<file path="config.mk">
export PLATFORM = sky130hd
export DESIGN_NAME = pmr_regs
export DESIGN_NICKNAME = d
export VERILOG_FILES = /design/src/rtl/pmr_pkg.sv /design/src/rtl/pmr_if.sv /design/src/rtl/pmr_read_mux.sv /design/src/rtl/pmr_regs.sv
export SDC_FILE = /design/constraint.sdc
export NUM_CORES = 2
export LEC_CHECK = 0
export BUFFER_PORTS_ARGS = -buffer_cell sky130_fd_sc_hd__buf_2
export CORE_MARGIN = 5
export CORE_UTILIZATION = 65
export CTS_BUF_LIST = sky130_fd_sc_hd__clkbuf_4
export DETAILED_ROUTE_END_ITERATION = 10
export PLACE_DENSITY = 0.8
export SLEW_MARGIN = 25
export SYNTH_ARGS = -nofsm -noshare
export SYNTH_HDL_FRONTEND = slang
export SYNTH_SLANG_ARGS = --single-unit
export TNS_END_PERCENT = 10
</file>
<file path="constraint.sdc">
create_clock -name clk -period 35 [get_ports clk]
set_input_delay 8.75 -clock clk [delete_from_list [all_inputs] [get_ports clk]]
set_output_delay 8.75 -clock clk [all_outputs]
set_load 0.02 [all_outputs]
</file>
<file path="src/rtl/pmr_pkg.sv">
package pmr_pkg;
  // Register pointers
  localparam logic [2:0] PTR_SETUP = 3'h0;
  localparam logic [2:0] PTR_SHUNT = 3'h1;
  localparam logic [2:0] PTR_RAIL = 3'h2;
  localparam logic [2:0] PTR_POWER = 3'h3;
  localparam logic [2:0] PTR_CURRENT = 3'h4;
  localparam logic [2:0] PTR_SCALE = 3'h5;
  // Reset values
  localparam logic [15:0] SETUP_RST = 16'h399F;
  localparam logic [15:0] ZERO16 = 16'h0000;
  // Setup field positions
  localparam int SOFT_RST_BIT = 15;
  localparam int RAIL_FSR_BIT = 13;
  localparam int GAIN_HI_BIT = 12;
  localparam int GAIN_LO_BIT = 11;
  // Rail result alignment: lowest data bit sits at bit 3
  localparam int RAIL_SHIFT = 3;
  // Current divide by 4096 is a shift by 12
  localparam int CUR_SHIFT = 12;
  // Power divisor
  localparam logic [31:0] PWR_DIV = 32'h0000_1388;
  // Register settle time 4 us at 40 MHz
  localparam int SETTLE_NS = 4000;
  localparam int CLK_NS = 25;
  localparam int SETTLE_CYC = SETTLE_NS / CLK_NS;
  // Arithmetic sequencer states
  typedef enum logic [1:0] {ST_IDLE, ST_CUR, ST_PWR} pmr_state_t;
endpackage

</file>
<file path="src/rtl/pmr_if.sv">
`timescale 1ns/100ps
// Register read port shared between the top and the result store
interface pmr_if;
  logic [2:0] rdPtr;
  logic [15:0] rdData;
  modport store (input rdPtr, output rdData);
  modport user (output rdPtr, input rdData);
endinterface

</file>
<file path="src/rtl/pmr_read_mux.sv">
`timescale 1ns/100ps
// Registered read mux over the six result and setup words
module pmr_read_mux
  import pmr_pkg::*;
(
  // Clock and control
  input wire logic clk,
  input wire logic ce,
  // Register values
  input wire logic [15:0] setupVal,
  input wire logic [15:0] shuntVal,
  input wire logic [15:0] railVal,
  input wire logic [15:0] powerVal,
  input wire logic [15:0] currentVal,
  input wire logic [15:0] scaleVal,
  // Read port
  pmr_if.store rd
);
  logic [15:0] data_d;
  logic [15:0] data_q;

  // Select word by pointer; unmapped pointers read zero
  always_comb begin
    case (rd.rdPtr)
      PTR_SETUP: data_d = setupVal;
      PTR_SHUNT: data_d = shuntVal;
      PTR_RAIL: data_d = railVal;
      PTR_POWER: data_d = powerVal;
      PTR_CURRENT: data_d = currentVal;
      PTR_SCALE: data_d = scaleVal;
      default: data_d = ZERO16;
    endcase
  end

  // Read data from a register
  always_ff @(posedge clk) begin
    if (ce) begin
      data_q <= data_d;
    end
  end

  assign rd.rdData = data_q;
endmodule // pmr_read_mux

</file>
<file path="src/rtl/pmr_regs.sv">
`timescale 1ns/100ps
module pmr_regs
  import pmr_pkg::*;
#(
  parameter int DATA_W = 16
) (
  // Clock and reset
  input wire logic clk,
  input wire logic rst,
  input wire logic ce,
  // Byte port from the serial engine
  input wire logic [2:0] ptr,
  input wire logic wrByte,
  input wire logic [7:0] wrData,
  input wire logic wrLast,
  input wire logic rdByte,
  output logic [7:0] rdData,
  output logic rdValid,
  // Results from the converter
  input wire logic shuntStb,
  input wire logic [DATA_W-1:0] shuntIn,
  input wire logic railStb,
  input wire logic [DATA_W-1:0] railIn,
  // Setup fields to the front end, plus the busy flag
  output logic railFullScaleSelect,
  output logic [1:0] shuntGainSelect,
  output logic [10:0] convSetup,
  output logic busy
);
  // Register storage
  logic [15:0] setup_q, setup_d;
  logic [15:0] shunt_q, shunt_d;
  logic [15:0] rail_q, rail_d;
  logic [15:0] power_q, power_d;
  logic [15:0] current_q, current_d;
  logic [15:0] scale_q, scale_d;
  // Byte pairing: high byte held until low arrives
  logic [7:0] hiByte_q, hiByte_d;
  logic half_q, half_d;
  // Read side: high then low
  logic rdHalf_q, rdHalf_d;
  logic [7:0] rdData_d;
  logic rdValid_d;
  // Arithmetic sequencer
  pmr_state_t st_q, st_d;
  logic pend_q, pend_d;
  logic busy_d;
  logic softRst;
  logic wordDone;
  logic [15:0] wordVal;
  logic signed [31:0] curProd;
  logic signed [31:0] pwrProd;
  logic [12:0] railAligned;

  pmr_if rdp();
  assign rdp.rdPtr = ptr;

  // Registered read mux
  pmr_read_mux u_mux (
    .clk(clk),
    .ce(ce),
    .setupVal(setup_q),
    .shuntVal(shunt_q),
    .railVal(rail_q),
    .powerVal(power_q),
    .currentVal(current_q),
    .scaleVal(scale_q),
    .rd(rdp.store)
  );

  // Two's complement saturate-free truncation to 16 bits
  function automatic logic [15:0] trunc16(input logic signed [31:0] v);
    trunc16 = v[15:0];
  endfunction

  assign wordDone = wrByte & half_q & wrLast;
  assign wordVal = {hiByte_q, wrData};
  // Reset bit travels in the high byte; the low byte must not mask it
  assign softRst = wordDone & (ptr == PTR_SETUP) & wordVal[SOFT_RST_BIT];
  assign railAligned = rail_q[15:RAIL_SHIFT];
  // Signed shunt times scale; divide by shifting keeps sign
  // Whole 16-bit scale, zero-extended so a high scale never flips the sign
  assign curProd = $signed(shunt_q) * $signed({1'b0, scale_q}) >>> CUR_SHIFT;
  // Power from current magnitude times rail counts over the divisor
  assign pwrProd = $signed(32'(current_q[15] ? -$signed(current_q) : $signed(current_q)))
                   * $signed({19'h00000, railAligned}) / $signed(PWR_DIV);

  // Next-state logic for the whole bank
  always_comb begin
    setup_d = setup_q;
    shunt_d = shunt_q;
    rail_d = rail_q;
    power_d = power_q;
    current_d = current_q;
    scale_d = scale_q;
    hiByte_d = hiByte_q;
    half_d = half_q;
    rdHalf_d = rdHalf_q;
    rdData_d = rdData;
    rdValid_d = 1'b0;
    st_d = st_q;
    pend_d = pend_q;
    busy_d = 1'b0;
    // Write bytes pair high first
    if (wrByte) begin
      if (!half_q) begin
        hiByte_d = wrData;
        half_d = 1'b1;
      end else begin
        half_d = 1'b0;
      end
    end
    // Read bytes: high then low
    if (rdByte) begin
      rdData_d = rdHalf_q ? rdp.rdData[7:0] : rdp.rdData[15:8];
      rdHalf_d = ~rdHalf_q;
      rdValid_d = 1'b1;
    end
    // Two-step recompute, well inside the settle time
    case (st_q)
      ST_IDLE: begin
        if (pend_q) begin
          st_d = ST_CUR;
          pend_d = 1'b0;
        end
      end
      ST_CUR: begin
        current_d = trunc16(curProd);
        st_d = ST_PWR;
        busy_d = 1'b1;
      end
      ST_PWR: begin
        power_d = trunc16(pwrProd);
        st_d = ST_IDLE;
      end
      default: st_d = ST_IDLE;
    endcase
    // Triggers follow the sequencer so a new one beats the pend clear
    // Only setup and scale accept writes
    if (wordDone) begin
      if (ptr == PTR_SETUP) begin
        setup_d = {1'b0, wordVal[14:0]};
      end else if (ptr == PTR_SCALE) begin
        scale_d = wordVal;
        pend_d = 1'b1;
      end
    end
    // New conversion results
    if (shuntStb) begin
      shunt_d = shuntIn;
      pend_d = 1'b1;
    end
    if (railStb) begin
      rail_d = railIn;
      pend_d = 1'b1;
    end
    if (st_d != ST_IDLE || pend_d) begin
      busy_d = 1'b1;
    end
  end

  // Registers; power-on and soft reset share one path
  always_ff @(posedge clk) begin
    if (rst || (ce && softRst)) begin
      setup_q <= SETUP_RST;
      shunt_q <= ZERO16;
      rail_q <= ZERO16;
      power_q <= ZERO16;
      current_q <= ZERO16;
      scale_q <= ZERO16;
      hiByte_q <= 8'h00;
      half_q <= 1'b0;
      rdHalf_q <= 1'b0;
      rdData <= 8'h00;
      rdValid <= 1'b0;
      st_q <= ST_IDLE;
      pend_q <= 1'b0;
      busy <= 1'b0;
    end else if (ce) begin
      setup_q <= setup_d;
      shunt_q <= shunt_d;
      rail_q <= rail_d;
      power_q <= power_d;
      current_q <= current_d;
      scale_q <= scale_d;
      hiByte_q <= hiByte_d;
      half_q <= half_d;
      rdHalf_q <= rdHalf_d;
      rdData <= rdData_d;
      rdValid <= rdValid_d;
      st_q <= st_d;
      pend_q <= pend_d;
      busy <= busy_d;
    end
  end

  // Setup fields out, all from flops
  always_ff @(posedge clk) begin
    if (rst) begin
      railFullScaleSelect <= SETUP_RST[RAIL_FSR_BIT];
      shuntGainSelect <= SETUP_RST[GAIN_HI_BIT:GAIN_LO_BIT];
      convSetup <= SETUP_RST[10:0];
    end else if (ce) begin
      railFullScaleSelect <= setup_q[RAIL_FSR_BIT];
      shuntGainSelect <= setup_q[GAIN_HI_BIT:GAIN_LO_BIT];
      convSetup <= setup_q[10:0];
    end
  end
endmodule // pmr_regs

</file>
Word level (Yosys, flattened, before mapping)

Index checks and enable logic that the tools add are counted.

Bitwise operators: 7
Add/subtract/negate cells: 1
Order comparisons: 0
Div/mod/pow operators: 1
Reductions and logical operators: 15
Multipliers: 2
Mux-type cells: 15
Shifts and indexed selects: 0
Equality and inequality tests: 7

Operator list:

| cell                                                                   | number |
|---|---|
| 16-bit case mux with 6 select lines                                    | 1 |
| 32-bit by 14-bit divider with 32-bit output (second input constant)    | 1 |
| 32-bit by 14-bit multiplier with 32-bit output                         | 1 |
| 32-bit two-way mux                                                     | 1 |
| 16-bit negator with 32-bit output                                      | 1 |
| 16-bit by 17-bit multiplier with 28-bit output                         | 1 |
| 2-bit AND reduction                                                    | 6 |
| 1-bit two-way mux                                                      | 10 |
| 8-bit two-way mux                                                      | 1 |
| 3-bit by 2-bit equality test with 1-bit output (second input constant) | 2 |
| 3-bit equality test (second input constant)                            | 2 |
| 3-bit AND reduction                                                    | 2 |
| 1-bit AND                                                              | 4 |
| 2-bit case mux with 2 select lines                                     | 1 |
| 4-bit AND reduction                                                    | 1 |
| 3-bit by 1-bit equality test with 1-bit output (second input constant) | 1 |
| 3-bit logical NOT                                                      | 1 |
| 1-bit inverter                                                         | 3 |
| 2-bit by 1-bit equality test with 1-bit output (second input constant) | 1 |
| 2-bit equality test (second input constant)                            | 1 |
| 2-bit logical NOT                                                      | 1 |
| 1-bit logical OR                                                       | 2 |
| 2-bit two-way mux                                                      | 1 |
| 2-bit nonzero test                                                     | 1 |
| 1-bit logical AND                                                      | 1 |

Memories kept: 0
Input port bits: 51
Latch bits: 0
Bits in registers: 148
Bits in read-only memories: 0
Output and inout bits: 24
Memory bits (writable): 0
Logic and storage cells: 66

Logic depth before layout (Yosys ltp)

Word-level depth: 9
Gate-level depth with buffers: 108
Depth with buffers taken out: 93

Cells and area by module

From an unflattened synthesis, not the netlist that was laid out.

Cells, all modules: 4033
Area total of the unflattened synthesis: 32910.3 sq um

Modules (own cells, without submodules):

| module       | instances | seq. area each (sq um) | cells an instance | area each (sq um) |
|---|---|---|---|---|
| pmr_regs     | 1         | 2642.5                 | 3914              | 31565.3 |
| pmr_read_mux | 1         | 480.5                  | 119               | 1345.0 |

Worst setup path after synthesis

OpenSTA, ideal clock, no wires.

Path kind: reg2reg
From: register current_q[7]
To: register power_q[10]
Arrival: 24.400 ns
Period minus slack after synthesis: 24.527 ns
Path buffers: 8
Data required time: 34.872 ns
Library setup time: 0.128 ns
Setup slack: 10.473 ns
Cell stages (with the launch flop): 96
Cells stage by stage: dfxtp_1 > or4_1 > or4_1 > o21ai_0 > xnor2_1 > clkbuf_1 > and2_1 > fa_1 > inv_1 > fa_1 > inv_1 > fa_1 > fa_1 > fa_1 > inv_1 > fa_1 > inv_1 > ha_1 > [60 not listed] > a31oi_1 > or3b_1 > buf_2 > xnor2_1 > nand3_1 > o31ai_2 > mux2_2 > o221ai_1 > nand2_1 > o311ai_1 > nor2_1 > ha_1 > nand2_1 > o21ai_0 > xnor2_1 > nor2_1 > a21oi_1 > nor2_1

Longest elaborated chain between the ends: 4

RTL lines:

| item                                               | RTL line        | RTL |
|---|---|---|
| from (decl)                                        | pmr_regs.sv:35  | `logic [15:0] current_q, current_d;` |
| from (signal assigned)                             | pmr_regs.sv:184 | `current_q <= current_d;` |
| 16-bit negator with 32-bit output                  | pmr_regs.sv:85  | `assign pwrProd = $signed(32'(current_q[15] ? -$signed(current_q) : $signed(current_q)))` |
| 32-bit two-way mux (*)                             | pmr_regs.sv:85  |  |
| 32-bit by 14-bit multiplier with 32-bit output (*) | pmr_regs.sv:86  | `* $signed({19'h00000, railAligned}) / $signed(PWR_DIV);` |
| 32-bit by 14-bit divider with 32-bit output (*)    | pmr_regs.sv:86  |  |
| to (signal assigned)                               | pmr_regs.sv:183 | `power_q <= power_d;` |
| to (decl)                                          | pmr_regs.sv:34  | `logic [15:0] power_q, power_d;` |

Every way passes the cells marked *; elsewhere a longest branch is shown, timed or not.
A chain may end at the register's enable or synchronous reset.

Final worst setup path

Same ends and word-level chain as after synthesis.

==> impl_table.tex <==
\begin{tabular}{lr}
\hline
Metric & Value \\
\hline
\multicolumn{2}{l}{\textbf{Logic synthesis}} \\
Synth Flop Type & sky130\_fd\_sc\_hd\_\_dfxtp\_1 \\
Post-Syn Instances & 4158 \\
Number of flops mapped to enable cells by yosys & 16 \\
Number of storage elements in the synthesis netlist & 148 \\
Synth warnings & 0 \\
Proportion of synthesized chip area in sequential cells & 0.09353 \\
Mean instance size in the synthesized netlist & 8.031 um2 \\
Proportion of synthesized flip-flops having asynchronous set or reset & 0 \\
Distinct cells, synth & 133 \\
Netlist area before placement & 0.03339 mm2 \\
\multicolumn{2}{l}{\textbf{Drt}} \\
Count of vias placed by the detailed router & 30020 \\
Length of routed met2 wiring & 40370 um \\
Drt via density & 6.123 \\
Final antenna-violating net count & 0 \\
TritonRoute pass-1 iters & 6 \\
Met3 Wirelength & 9296 um \\
Detailed router's first-iteration violation count & 2850 \\
Top layer reached by signal wires & met4 \\
DRC violations left & 0 \\
Routed length on met1 & 37390 um \\
Final routed wirelength across all metal layers & 90790 um \\
Routed WL per cell & 18.52 um \\
\multicolumn{2}{l}{\textbf{Die}} \\
Initial Utilization & 0.6535 \\
Std-Cell Core Area & 0.05109 mm2 \\
Num rows & 83 \\
Die boundary width & 236.7 um \\
Total die area & 0.05601 mm2 \\
Count of pins on the block boundary & 75 \\
Chip height & 236.7 um \\
\multicolumn{2}{l}{\textbf{Cells and area}} \\
Layout fillers & 4257 \\
Fraction of layout cells with a size suffix above 1 & 0.06989 \\
Net count, final & 4873 \\
Area growth, synth to finish & 4.526\% \\
\multicolumn{2}{l}{\textbf{Place}} \\
GPL Wtd Cong & 0.9647 \\
Detailed placement HPWL & 71730 um \\
Number of port buffers & 74 \\
\multicolumn{2}{l}{\textbf{STA}} \\
Accumulated negative setup slack & 0 ns \\
Highest Clock Rate & 34.57 MHz \\
Worst relative slew slack & 0.2816 \\
Final setup vio count & 0 \\
Number of hold violations in the final report & 0 \\
Clock period minus final worst setup slack & 28.93 ns \\
Number of pins with negative max-slew slack in the final report & 0 \\
Measured slew at the worst slew-check pin & 1.076 ns \\
Post-route fraction of the period consumed by the critical path & 0.8265 \\
Clock Skews & 0.02512 ns \\
Unrepaired setup endpoints after global routing & false \\
\multicolumn{2}{l}{\textbf{Worst setup path}} \\
Crit start category & flip-flop \\
Endpoint kind of the worst setup timing path & flip-flop \\
Critical Path Slowest Stage Cell & sky130\_fd\_sc\_hd\_\_nor4b\_2 \\
Critical Setup Path Class & flip-flop to flip-flop \\
Largest driver fanout on the critical path & 18 \\
Data arrival time of the critical path & 29.42 ns \\
Required time of the critical path & 35.49 ns \\
Largest stage delay on the critical path & 0.77 ns \\
\multicolumn{2}{l}{\textbf{Global routing}} \\
Pin count of the biggest net entering global routing & 86 \\
GRT Residual Overflow & 0 \\
Number of antenna violations at the first check in global routing & 2 \\
Via count of the first global-routing pass & 29330 \\
First-pass GRT wire length & 150500 um \\
Overall track demand over capacity in global routing & 0.3224 \\
\multicolumn{2}{l}{\textbf{Clock tree}} \\
Number of buffers created by CTS & 17 \\
Clock tree from TritonCTS & yes \\
Cell at the root of the clock tree & sky130\_fd\_sc\_hd\_\_clkbuf\_4 \\
Worst-skew pair later-pin latency & 0.61 ns \\
Reg clk slew, reported paths & 0.15 ns \\
Number of post-CTS setup repair buffers & 0 \\
\# clock sinks & 148 \\
Resize count post-CTS & 0 \\
Number of H-tree levels & 4 \\
Number of buffers on the longest clock path & 2 \\
Cts hold-fix bufs & 0 \\
\multicolumn{2}{l}{\textbf{Status}} \\
Result of the run & finished, final reports clean \\
\multicolumn{2}{l}{\textbf{Worst hold path}} \\
Hold crit path type & flip-flop to flip-flop \\
\multicolumn{2}{l}{\textbf{Job}} \\
Max Cap Violations & 0 \\
\hline
\end{tabular}
-- area by class of cell --
| type | count | area [um2] | area share |
|---|---|---|---|
| diodes | 2 | 5.005 | 0.0001434 |
| repair buffers | 119 | 708.2 | 0.02029 |
| clock inverters | 15 | 127.6 | 0.003656 |
| well taps | 680 | 850.8 | 0.02438 |
| clock buffers | 17 | 127.6 | 0.003656 |
| multi-input cells | 3355 | 27830 | 0.7974 |
| flip-flops and latches | 148 | 3123 | 0.08948 |
| inverters | 567 | 2128 | 0.06098 |
-- per-stage QoR --
stage / hold WS, ns / setup slack, ns / instances / utilization / area, um2
final: 0.4671 / 6.072 / 4903 / 0.6831 / 34900
after CTS: 0.4679 / 6.229 / 4901 / 0.6826 / 34870
after floorplan: 0.4284 / 10.47 / 4273 / - / 33820
after global routing: 0.4910 / 3.976 / 4902 / 0.6831 / 34900
after global placement: 0.4424 / 6.877 / 4869 / 0.6776 / 34620
after detailed placement: 0.4493 / 6.382 / 4869 / 0.6776 / 34620
-- synthesized netlist by cell type, types with 19 or more instances --
master / count / share of area
sky130_fd_sc_hd__o211ai_1: 32 / 0.0072
sky130_fd_sc_hd__o21ai_1: 39 / 0.0058
sky130_fd_sc_hd__a31oi_1: 46 / 0.0086
sky130_fd_sc_hd__nand2b_1: 45 / 0.0084
sky130_fd_sc_hd__fa_1: 443 / 0.27
sky130_fd_sc_hd__nand2_1: 580 / 0.065
sky130_fd_sc_hd__buf_1: 23 / 0.0026
sky130_fd_sc_hd__mux2_2: 28 / 0.0094
sky130_fd_sc_hd__or3_1: 19 / 0.0036
sky130_fd_sc_hd__clkbuf_1: 159 / 0.018
sky130_fd_sc_hd__nor2_1: 226 / 0.025
sky130_fd_sc_hd__xnor2_1: 134 / 0.035
sky130_fd_sc_hd__nand3_1: 81 / 0.012
sky130_fd_sc_hd__a211o_1: 24 / 0.0063
sky130_fd_sc_hd__and2_1: 230 / 0.043
sky130_fd_sc_hd__o21ai_0: 91 / 0.014
sky130_fd_sc_hd__and3_1: 24 / 0.0045
sky130_fd_sc_hd__xor2_1: 70 / 0.018
sky130_fd_sc_hd__o22ai_1: 21 / 0.0039
sky130_fd_sc_hd__a21oi_1: 247 / 0.037
sky130_fd_sc_hd__mux2i_1: 65 / 0.019
sky130_fd_sc_hd__a21o_1: 37 / 0.0083
sky130_fd_sc_hd__nand4_1: 37 / 0.0069
sky130_fd_sc_hd__nor3_1: 56 / 0.0084
sky130_fd_sc_hd__a211oi_1: 37 / 0.0083
sky130_fd_sc_hd__o31ai_1: 22 / 0.0049
sky130_fd_sc_hd__ha_1: 171 / 0.064
sky130_fd_sc_hd__inv_1: 567 / 0.064
sky130_fd_sc_hd__dfxtp_1: 132 / 0.079
-- kinds of logic after synthesis --
| kind of cell | Yosys count | share of synthesized area |
|---|---|---|
| DFF | 148 | 0.09353 |
| buffers and inverters | 770 | 0.08779 |
| xor gates and xnor gates | 208 | 0.05546 |
| other | 2 | 0.0002249 |
| adders and majority gates | 623 | 0.3324 |
| and+or+nand+nor | 1445 | 0.2136 |
| AOI/OAI and AO/OA | 858 | 0.1836 |
| muxes | 104 | 0.03350 |
-- layout by cell type, fill, tap and decap left out, drive strengths merged, types with 14 or more instances in the layout --
| cell | count |
|---|---|
| nand3 | 82 |
| a21oi | 254 |
| inv | 572 |
| clkbuf | 17 |
| xor2 | 72 |
| nor3b | 14 |
| mux2i | 67 |
| edfxtp | 16 |
| and3 | 25 |
| ha | 171 |
| nor3 | 64 |
| buf | 119 |
| a21boi | 17 |
| xnor2 | 136 |
| conb | 117 |
| and2 | 231 |
| o31ai | 27 |
| a211oi | 45 |
| o22ai | 21 |
| nor2 | 227 |
| o311ai | 16 |
| a22oi | 18 |
| nand2 | 580 |
| a21o | 37 |
| nand4 | 37 |
| or2 | 24 |
| nand2b | 45 |
| a211o | 24 |
| mux2 | 36 |
| dfxtp | 132 |
| nor2b | 18 |
| o21ai | 135 |
| o211ai | 34 |
| fa | 443 |
| a31oi | 47 |
| or3 | 21 |
| nor4 | 26 |
-- state kept, by name, summed over array words and instances, names as in the netlist --
| name | flops |
|---|---|
| half_q | 1 |
| convSetup | 11 |
| rdHalf_q | 1 |
| shuntGainSelect | 2 |
| rdData | 8 |
| pend_q | 1 |
| hiByte_q | 8 |
| rdValid | 1 |
| power_q | 16 |
| shunt_q | 16 |
| st_q | 2 |
| u_mux.rd.rdData | 16 |
| busy | 1 |
| scale_q | 16 |
| rail_q | 16 |
| current_q | 16 |
| setup_q | 15 |
| railFullScaleSelect | 1 |
-- worst max-delay path, delay by kind of cell, from the launching register on --
family,cells,cell delay [ns]
xor+xnor,5,1.45
simple gates,25,8.18
fa+ha+maj,9,4.18
flops,1,0.39
buf+inv,7,0.92
mux,6,2.30
compound gates,38,11.30
-- per-layer routing --
layer | track usage | vias to the layer above
li1 | - | 13930
met3 | 0.06976 | 240
met4 | 0.1146 | 0
met5 | 0 | -
met2 | 0.5026 | 1470
met1 | 0.4476 | 14380
-- worst paths after layout --
path                                  start                        to  slack (ns)  cells past startpoint
hold reg to reg      rail_q[2]$_SDFFE_PP0P_    rail_q[2]$_SDFFE_PP0P_        0.47                      2
hold / removal       rail_q[2]$_SDFFE_PP0P_    rail_q[2]$_SDFFE_PP0P_        0.47                      2
setup reg to reg  current_q[7]$_SDFFE_PP0P_  power_q[10]$_SDFFE_PP0P_        6.07                     90
setup / recovery  current_q[7]$_SDFFE_PP0P_  power_q[10]$_SDFFE_PP0P_        6.07                     90
Power is left out: the tool's default activity adds up to more than one toggle a clock period on the data nets, which glitch-free logic cannot reach.
